File: src/scsp_pkg.sv
// Purpose: Shared constants and types for the synthesizer serial config port
// Assumes: 100 MHz ref_clk, config space of 128 bytes
// Notes: Byte layout beyond the select table is a plain default
package scsp_pkg;
  localparam int CFG_BYTES = 128;
  localparam logic [4:0] ADDR_FIXED = 5'h1B;
  localparam logic [6:0] OFS_IDENT = 7'h00;
  localparam logic [6:0] OFS_ADDR = 7'h01;
  localparam logic [6:0] OFS_PINMODE = 7'h02;
  localparam logic [6:0] OFS_Y1SEL = 7'h04;
  localparam logic [6:0] OFS_BYTECNT = 7'h09;
  localparam logic [6:0] OFS_PLL1 = 7'h10;
  localparam logic [6:0] OFS_PLL_STEP = 7'h10;
  localparam logic [6:0] OFS_SSC_LO = 7'h00;
  localparam logic [6:0] OFS_SSC_MID = 7'h01;
  localparam logic [6:0] OFS_SSC_HI = 7'h02;
  localparam logic [6:0] OFS_FREQ = 7'h03;
  localparam logic [6:0] OFS_OUT = 7'h05;
  localparam int BIT_EE_BUSY = 6;
  localparam int BIT_PINMODE = 6;
  localparam int CMD_SINGLE = 7;
  localparam logic [7:0] RST_IDENT = 8'h5A; // Arbitrary identification value
  localparam logic [7:0] RST_ADDR = 8'h00;
  localparam logic [7:0] RST_PINMODE = 8'h00;
  localparam logic [7:0] RST_OUTSEL = 8'hFE;
  localparam logic [7:0] RST_BYTECNT = 8'h40;
  localparam logic [7:0] RST_ZERO = 8'h00;
  localparam int EE_WRITE_NS = 10000;
  localparam int CLK_NS = 10;
  localparam int EE_WRITE_CYC = (EE_WRITE_NS + CLK_NS - 1) / CLK_NS;
  localparam int NUM_PLL = 4;
  typedef struct packed {
    logic [2:0] spreadCode;
    logic freqChoiceBit;
    logic pllOutputChoiceBit;
  } scsp_pll_sel_t;
  typedef struct packed {
    scsp_pll_sel_t [NUM_PLL-1:0] pll;
    logic loneOutputChoice;
  } scsp_ctrl_t;
  typedef struct packed {
    logic sclIn;
    logic sdaIn;
  } scsp_link_t;
endpackage

File: src/scsp_line_sync.sv
// Purpose: Two-stage synchroniser and edge finder for the serial lines
// Assumes: Lines are asynchronous to ref_clk
// Notes: First stage is read only by the second
`timescale 1ns/1ps
`default_nettype none
module scsp_line_sync (
  // Clock and reset
  input wire logic refClk,
  input wire logic resetN,
  // Raw lines
  input wire scsp_pkg::scsp_link_t linkRaw,
  // Synchronised lines and edges
  output scsp_pkg::scsp_link_t linkSync,
  output logic sclRise,
  output logic sclFall,
  output logic startSeen,
  output logic stopSeen
);
  import scsp_pkg::*;
  scsp_link_t meta_reg;
  scsp_link_t sync_reg;
  scsp_link_t last_reg;
  always_ff @(posedge refClk)
  begin
    if (!resetN)
    begin
      meta_reg <= 2'h3;
      sync_reg <= 2'h3;
      last_reg <= 2'h3;
    end
    else
    begin
      meta_reg <= linkRaw;
      sync_reg <= meta_reg;
      last_reg <= sync_reg;
    end
  end
  assign linkSync = sync_reg;
  assign sclRise = sync_reg.sclIn & ~last_reg.sclIn;
  assign sclFall = ~sync_reg.sclIn & last_reg.sclIn;
  assign startSeen = sync_reg.sclIn & last_reg.sclIn & last_reg.sdaIn & ~sync_reg.sdaIn;
  assign stopSeen = sync_reg.sclIn & last_reg.sclIn & ~last_reg.sdaIn & sync_reg.sdaIn;
endmodule
`default_nettype wire

File: src/scsp_config_port.sv
// Purpose: Serial slave port, config bytes and select decode of the synthesizer
// Assumes: EEPROM image held in flip-flops; lines open-drain
// Notes: Pin mode taken from stored image, forced to serial while output supply low
//
// Summary of operation
// - Three select pins index one of eight stored control settings.
// - Three-bit spread code per PLL, 000 off up to 111 two percent.
// - Frequency choice bit picks frequency 0 or 1 per PLL.
// - Output choice bit picks state 0 or 1 for both outputs of a PLL.
// - Lone output choice bit picks one of two generic states.
// - Dual pins are serial lines unless stored byte 02 bit 6 set.
// - In select mode serial port off, except while output supply grounded.
// - Dual pins in serial use read as zero selects.
// - Factory setting 0 all outputs off, setting 1 all on, freq 0.
// - Reset loads factory values into both the live configuration and the EEPROM image.
// - Acts as seven-bit addressed slave on the two-wire bus.
// - Address is 11011 then two programmable bits from byte 01.
// - Address byte lowest bit: 1 read, 0 write.
// - Byte write, byte read, block write and block read supported.
// - Command bit 7 single versus block, bits 6:0 start offset.
// - Block bytes ascend by offset, MSB first, stop after any byte.
// - Block read returns byte count bytes; master reads them all.
// - Each written byte lands in the live register at once.
// - EEPROM cycle copies live bytes, refuses writes, busy flag visible.
`timescale 1ns/1ps
`default_nettype none
module scsp_config_port (
  // Clock and reset
  input wire logic ref_clk,
  input wire logic reset_n,
  // Dual-function and select pins
  input wire logic selectPinZero,
  input wire logic sdaSelectOneIn,
  input wire logic sclSelectTwoIn,
  input wire logic outputSupplyLow,
  output logic sdaOut,
  output logic sdaOe,
  // EEPROM cycle request and status
  input wire logic eeWriteStart,
  output logic eepromBusyFlag,
  // Decoded control
  output scsp_pkg::scsp_ctrl_t ctrlOut,
  output logic serialMode
);
  import scsp_pkg::*;
  typedef enum {ST_IDLE, ST_ADDR, ST_CMD, ST_WDATA, ST_RDATA, ST_ACK, ST_RACK, ST_SKIP} scsp_st_t;
  logic [7:0] cfg_reg [CFG_BYTES];
  logic [7:0] ee_reg [CFG_BYTES];
  scsp_st_t state_reg;
  scsp_st_t after_reg;
  logic [7:0] shift_reg;
  logic [3:0] bit_reg;
  logic [6:0] ptr_reg;
  logic single_reg;
  logic [7:0] left_reg;
  logic ackDrive_reg;
  logic busy_reg;
  logic [15:0] eeCnt_reg;
  logic [2:0] selMeta_reg;
  logic [2:0] selSync_reg;
  scsp_ctrl_t ctrl_reg;
  logic serial_reg;
  logic supplyMeta_reg;
  logic supplySync_reg;
  scsp_link_t linkRaw;
  scsp_link_t linkSync;
  logic sclRise;
  logic sclFall;
  logic startSeen;
  logic stopSeen;
  logic portOn;
  logic [2:0] selIdx;

  function automatic logic [7:0] rst_byte(input logic [6:0] ofs);
    logic [7:0] v;
    v = RST_ZERO;
    if (ofs == OFS_IDENT) v = RST_IDENT;
    if (ofs == OFS_ADDR) v = RST_ADDR;
    if (ofs == OFS_PINMODE) v = RST_PINMODE;
    if (ofs == OFS_BYTECNT) v = RST_BYTECNT;
    if (ofs == OFS_Y1SEL) v = RST_OUTSEL;
    for (int p = 0; p < NUM_PLL; p++)
    begin
      if (ofs == 7'(OFS_PLL1 + 7'(p) * OFS_PLL_STEP + OFS_OUT)) v = RST_OUTSEL;
    end
    return v;
  endfunction

  function automatic logic [6:0] pll_ofs(input int p, input logic [6:0] ofs);
    return 7'(OFS_PLL1 + 7'(p) * OFS_PLL_STEP + ofs);
  endfunction

  assign linkRaw = {sclSelectTwoIn, sdaSelectOneIn};

  scsp_line_sync u_sync (
    .refClk(ref_clk),
    .resetN(reset_n),
    .linkRaw(linkRaw),
    .linkSync(linkSync),
    .sclRise(sclRise),
    .sclFall(sclFall),
    .startSeen(startSeen),
    .stopSeen(stopSeen)
  );

  assign portOn = serial_reg;

  // Pin mode and select sampling
  always_ff @(posedge ref_clk)
  begin
    if (!reset_n)
    begin
      selMeta_reg <= 3'h0;
      selSync_reg <= 3'h0;
      supplyMeta_reg <= 1'b0;
      supplySync_reg <= 1'b0;
      serial_reg <= 1'b1;
    end
    else
    begin
      selMeta_reg <= {sclSelectTwoIn, sdaSelectOneIn, selectPinZero};
      selSync_reg <= selMeta_reg;
      supplyMeta_reg <= outputSupplyLow;
      supplySync_reg <= supplyMeta_reg;
      serial_reg <= ~ee_reg[OFS_PINMODE][BIT_PINMODE] | supplySync_reg;
    end
  end

  assign selIdx = serial_reg ? {2'b00, selSync_reg[0]} : selSync_reg;

  // Control decode from selected row
  always_ff @(posedge ref_clk)
  begin
    if (!reset_n)
      ctrl_reg <= '0;
    else
    begin
      ctrl_reg.loneOutputChoice <= cfg_reg[OFS_Y1SEL][selIdx];
      for (int p = 0; p < NUM_PLL; p++)
      begin
        ctrl_reg.pll[p].spreadCode <= {cfg_reg[pll_ofs(p, OFS_SSC_HI)][selIdx],
          cfg_reg[pll_ofs(p, OFS_SSC_MID)][selIdx],
          cfg_reg[pll_ofs(p, OFS_SSC_LO)][selIdx]};
        ctrl_reg.pll[p].freqChoiceBit <= cfg_reg[pll_ofs(p, OFS_FREQ)][selIdx];
        ctrl_reg.pll[p].pllOutputChoiceBit <= cfg_reg[pll_ofs(p, OFS_OUT)][selIdx];
      end
    end
  end

  // EEPROM cycle
  always_ff @(posedge ref_clk)
  begin
    if (!reset_n)
    begin
      busy_reg <= 1'b0;
      eeCnt_reg <= 16'h0000;
    end
    else if (!busy_reg && eeWriteStart)
    begin
      busy_reg <= 1'b1;
      eeCnt_reg <= 16'(EE_WRITE_CYC - 1);
    end
    else if (busy_reg)
    begin
      if (eeCnt_reg == 16'h0000)
        busy_reg <= 1'b0;
      else
        eeCnt_reg <= eeCnt_reg - 16'h0001;
    end
  end

  // EEPROM image, loaded from factory values and updated on cycle end
  always_ff @(posedge ref_clk)
  begin
    for (int i = 0; i < CFG_BYTES; i++)
    begin
      if (!reset_n)
        ee_reg[i] <= rst_byte(7'(i));
      else if (busy_reg && eeCnt_reg == 16'h0000)
        ee_reg[i] <= cfg_reg[i];
    end
  end

  // Bus state machine
  always_ff @(posedge ref_clk)
  begin
    if (!reset_n || !portOn)
    begin
      state_reg <= ST_IDLE;
      after_reg <= ST_IDLE;
      shift_reg <= 8'h00;
      bit_reg <= 4'h0;
      ptr_reg <= 7'h00;
      single_reg <= 1'b0;
      left_reg <= 8'h00;
      ackDrive_reg <= 1'b0;
    end
    else if (startSeen)
    begin
      state_reg <= ST_ADDR;
      bit_reg <= 4'h0;
      ackDrive_reg <= 1'b0;
    end
    else if (stopSeen)
    begin
      state_reg <= ST_IDLE;
      ackDrive_reg <= 1'b0;
    end
    else
    begin
      case (state_reg)
        ST_ADDR, ST_CMD, ST_WDATA:
        begin
          if (sclRise)
          begin
            shift_reg <= {shift_reg[6:0], linkSync.sdaIn};
            bit_reg <= bit_reg + 4'h1;
          end
          if (sclFall && bit_reg == 4'h8)
          begin
            bit_reg <= 4'h0;
            if (state_reg == ST_ADDR)
            begin
              if (shift_reg[7:1] == {ADDR_FIXED, cfg_reg[OFS_ADDR][1:0]})
              begin
                ackDrive_reg <= 1'b1;
                state_reg <= ST_ACK;
                after_reg <= shift_reg[0] ? ST_RDATA : ST_CMD;
                left_reg <= single_reg ? 8'h01 : cfg_reg[OFS_BYTECNT];
              end
              else
                state_reg <= ST_SKIP;
            end
            else if (state_reg == ST_CMD)
            begin
              single_reg <= shift_reg[CMD_SINGLE];
              ptr_reg <= shift_reg[6:0];
              ackDrive_reg <= 1'b1;
              state_reg <= ST_ACK;
              after_reg <= ST_WDATA;
            end
            else
            begin
              ackDrive_reg <= ~busy_reg;
              state_reg <= busy_reg ? ST_SKIP : ST_ACK;
              after_reg <= single_reg ? ST_SKIP : ST_WDATA;
              if (!busy_reg)
                ptr_reg <= ptr_reg + 7'h01;
            end
          end
        end
        ST_ACK:
        begin
          if (sclFall)
          begin
            ackDrive_reg <= 1'b0;
            state_reg <= after_reg;
            if (after_reg == ST_RDATA)
            begin
              shift_reg <= cfg_reg[ptr_reg];
              ackDrive_reg <= ~cfg_reg[ptr_reg][7];
              bit_reg <= 4'h1;
            end
          end
        end
        ST_RDATA:
        begin
          if (sclFall)
          begin
            if (bit_reg == 4'h8)
            begin
              ackDrive_reg <= 1'b0;
              state_reg <= ST_RACK;
              ptr_reg <= ptr_reg + 7'h01;
              left_reg <= left_reg - 8'h01;
            end
            else
            begin
              shift_reg <= {shift_reg[6:0], 1'b0};
              ackDrive_reg <= ~shift_reg[6];
              bit_reg <= bit_reg + 4'h1;
            end
          end
        end
        ST_RACK:
        begin
          if (sclRise)
          begin
            if (linkSync.sdaIn || left_reg == 8'h00)
              state_reg <= ST_SKIP;
            else
            begin
              state_reg <= ST_ACK;
              after_reg <= ST_RDATA;
            end
          end
        end
        ST_SKIP, ST_IDLE:
          ackDrive_reg <= 1'b0;
        default:
          state_reg <= ST_IDLE;
      endcase
    end
  end

  // Live configuration bytes
  always_ff @(posedge ref_clk)
  begin
    for (int i = 0; i < CFG_BYTES; i++)
    begin
      if (!reset_n)
        cfg_reg[i] <= rst_byte(7'(i));
      else if (portOn && state_reg == ST_WDATA && !startSeen && !stopSeen && sclFall &&
               bit_reg == 4'h8 && !busy_reg && ptr_reg == 7'(i))
      begin
        cfg_reg[i] <= shift_reg;
        if (i == int'(OFS_ADDR))
          cfg_reg[i][BIT_EE_BUSY] <= busy_reg;
      end
      else if (i == int'(OFS_ADDR))
        cfg_reg[i][BIT_EE_BUSY] <= busy_reg;
    end
  end

  always_ff @(posedge ref_clk)
  begin
    if (!reset_n)
      eepromBusyFlag <= 1'b0;
    else
      eepromBusyFlag <= busy_reg;
  end

  assign sdaOut = 1'b0;
  assign sdaOe = ackDrive_reg;
  assign ctrlOut = ctrl_reg;
  assign serialMode = serial_reg;
endmodule
`default_nettype wire

File: config.mk
export PLATFORM = sky130hd
export DESIGN_NAME = scsp_config_port
export DESIGN_NICKNAME = d
export VERILOG_FILES = /design/src/scsp_pkg.sv /design/src/scsp_line_sync.sv /design/src/scsp_config_port.sv
export SDC_FILE = /design/constraint.sdc
export NUM_CORES = 2
export LEC_CHECK = 0
export BUFFER_PORTS_ARGS = -buffer_cell sky130_fd_sc_hd__buf_4
export CAP_MARGIN = 20
export CORE_MARGIN = 3
export CORE_UTILIZATION = 35
export CTS_CLUSTER_DIAMETER = 200
export DETAILED_ROUTE_END_ITERATION = 6
export PLACE_DENSITY_LB_ADDON = 0.25
export SETUP_SLACK_MARGIN = 0.5
export SLEW_MARGIN = 20
export SYNTH_ARGS = -nofsm -noshare
export SYNTH_HDL_FRONTEND = slang
export SYNTH_SLANG_ARGS = --single-unit
File: constraint.sdc
create_clock -name ref_clk -period 3.9 [get_ports ref_clk]
set_clock_uncertainty 0.15 [all_clocks]
set_input_delay 0.39 -clock ref_clk [delete_from_list [all_inputs] [get_ports ref_clk]]
set_output_delay 0.39 -clock ref_clk [all_outputs]
set_load 0.02 [all_outputs]
==> out/metrics.cfg <==
[critical_path]
start_kind = flip-flop
worst_ep_required_time_ps = 4380
path_cells = buf_12, buf_4, mux4_2, a2111oi_0, buf_4, nor3_1, a221oi_1, a21oi_1
crit_buf_inv = 3
reg2reg_to = shift_reg[1]
worst_path_most_repeated_cell = buf_4
reg2reg_depth = 8
arrival_ps = 3740
slowest_delay_ps = 690
worstPathMaxFanout = 33
slowest_stage = a2111oi_0
critPathTopFamily = compound AO/OA/AOI/OAI gates
end_kind = flip-flop
rrSetupSlack_ps = 640
crit_type = flip-flop to flip-flop

[power_and_ir_drop]
p_per_area_nw_per_um2 = 447
sw_frac_of_total = 0.215
pwr-share-seq = 0.526
ir_drop_uv = 393
p_leak_nw = 19.2
clockPowerShare = 0.435
combPwrFrac = 0.039
p_sw_w = 0.00567
p_int_w = 0.0207

[global_route]
grt_max_degree = 84
grt_overflow = 0
grt_pass1_wl_um = 237000
grtUsageTotal = 0.214
antenna_found_initial = 4
grt_pass1_vias = 33100

[timing]
setup_viol = 0
worst_pin_slew_ps = 1080
grt_setup_unrepaired = no
max_freq_mhz = 307
tns_ps = 0
finalMaxSlewViolations = 0
finalHoldViolCount = 0
hold_ws_ps = 233
fin_crit_ps = 3260
slew_headroom = 0.273
min_period_over_period = 0.836

[clock_network]
htreeDepth = 3
path_clk_slew_ps = 60
numCtsBuffers = 118
clockBufferDepth = 3
cts_tree = yes
clkSinkCount = 1121
clock-root-buffer = clkbuf_16
clk_latency_ps = 750

[min_path]
hold_depth = 3
holdCritPathClass = input port to flip-flop
min_to = u_sync.meta_reg[1]
hp-start = sclSelectTwoIn

[placement]
dpl_cell_area_um2 = 54900
dp.final_hpwl_um = 107000
dp.cells = 5663
io_buffers = 30
gp_congestion = 0.924

[synth]
synthFlopType = edfxtp_1
syn_area_per_cell_um2 = 13.4
ys_seq_elements = 1121
ys_seq_area_frac = 0.642
ys_async_sr_fraction = 0
synth_common_cells = 1,025 x edfxtp_1, 809 x nor2_1, 316 x clkbuf_1, 282 x mux4_2, 262 x and3_1
yosys_warnings = 0
synth_area_um2 = 50900
synthesis.instances = 3793
synthDistinctLibCells = 65
synthTopCellsByArea = edfxtp_1 60%, mux4_2 12%, nor2_1 6.0%, dfxtp_1 3.8%, and3_1 3.2%
synth-edff-count = 1025
synth_largest_area_cell = edfxtp_1
yosys.area.top_type_share = 0.604
yosysMostFrequentCell = edfxtp_1
syn-num-nets = 3809

[routing]
drc = 0
detail_route.first_pass.iterations = 5
routedWlPerCell_um = 27.6
drtIter0Drc = 3823
vias_per_cell = 5.65
antenna_left = 0
route.vias.total = 33400
routed_wl_um = 163000

[floorplan]
start_util = 0.354
die_x_um = 387
ioPinCount = 32
num_rows = 139
coreArea_um2 = 144000
die_y_um = 387
dieArea_um2 = 150000

[layout]
post-route-util = 0.410
largest_reg_flops = 1024
area_delta_synth_final_pct = 15.9
stdcell_area_um2 = 59000
fin_nets = 3909
drive_gt1_frac = 0.229
final_cells = 5902

[job]
max-cap-violations = 0

[outcome]
status = finished, final reports clean

[how the worst max path moves through the flow]
stage / endpoint / cells past startpoint / slack, ps
2_1_floorplan: cfg_reg[22][0] / 10 / 750
3_3_place_gp: shift_reg[7] / 7 / 20
3_5_place_dp: shift_reg[7] / 7 / 100
4_1_cts: shift_reg[7] / 7 / 440
5_1_grt: shift_reg[1] / 8 / 570
6_report: shift_reg[1] / 8 / 640
[repair_timing]
action | CTS | global route
setup buffers | 1 | 6
cloned | 0 | 0
setup endpoints to repair | 6 | 91
hold endpoints to repair | 15 | 0
gates resized for setup | 2 | 18
hold buffers | 6 | 0
[cell families after synthesis]
logic type | after synthesis | synth area share
XOR/XNOR | 15 | 0.00258
buffers and inverters | 422 | 0.0336
other | 2 | 0.000147
AND/OR/NAND/NOR | 1457 | 0.130
AO/OA/AOI/OAI | 402 | 0.0478
flip-flops | 1121 | 0.642
multiplexers | 364 | 0.141
adder cells (fa/ha/maj) | 10 | 0.00241
[worst reg2reg max path: cells and delay by family, from the launching register on]
kind                   cells  cell delay (ps)
muxes                      1              340
DFF                        1              670
AOI/OAI and AO/OA          3             1060
buffers and inverters      3              900
and+or+nand+nor            1               80
[metrics by stage]
stage / total power, W / worst slack [ps]
floorplan: 0.0146 / 748
global placement: 0.0151 / 17.4
detailed placement: 0.0151 / 95.3
CTS: 0.0266 / 443
global route: 0.0271 / 574
finish: 0.0264 / 641
[area by class of cell]
cell class,instances,area (um2)
multi-input combinational,2250,16700
clock inverter,82,772
timing repair buffer,385,3220
sequential,1121,32700
inverter,17,63.8
clock buffer,142,3160
antenna,2,5.00
tap,1903,2380
fill,13300,85000
[metal layers]
metal,share of wire,vias to the layer above,global-route usage
met5,0,-,0
met4,0.034,0,0.0688
met3,0.084,283,0.0415
met2,0.47,1528,0.337
met1,0.42,17200,0.298
li1,-,14400,-
[power groups by stage]
stage                     clock [W]  sequential [W]  combinational (W)
after CTS                    0.0117          0.0139            0.00103
after global placement            0          0.0141            0.00101
after detailed placement          0          0.0141            0.00102
after global routing         0.0121          0.0139            0.00109
final                        0.0115          0.0139            0.00103
after floorplan                   0          0.0140           0.000567
[cell usage in the layout (no fill, tap or decap), types with 22 or more instances in the layout]
master | Yosys | final
and3_1 | 262 | 262
a21oi_1 | 77 | 77
o21ai_0 | 172 | 164
clkinv_1 | 1 | 30
clkinv_2 | 0 | 24
o22ai_1 | 27 | 27
mux2i_1 | 77 | 77
dfxtp_1 | 96 | 82
nand2_1 | 186 | 175
a22oi_1 | 22 | 22
clkbuf_16 | 0 | 122
buf_12 | 0 | 25
or3_1 | 52 | 51
edfxtp_1 | 1025 | 1025
nor2_1 | 809 | 798
buf_4 | 16 | 354
a221oi_1 | 30 | 30
mux4_2 | 282 | 282
nand3_1 | 28 | 28
(Power assumes the default switching activity.)
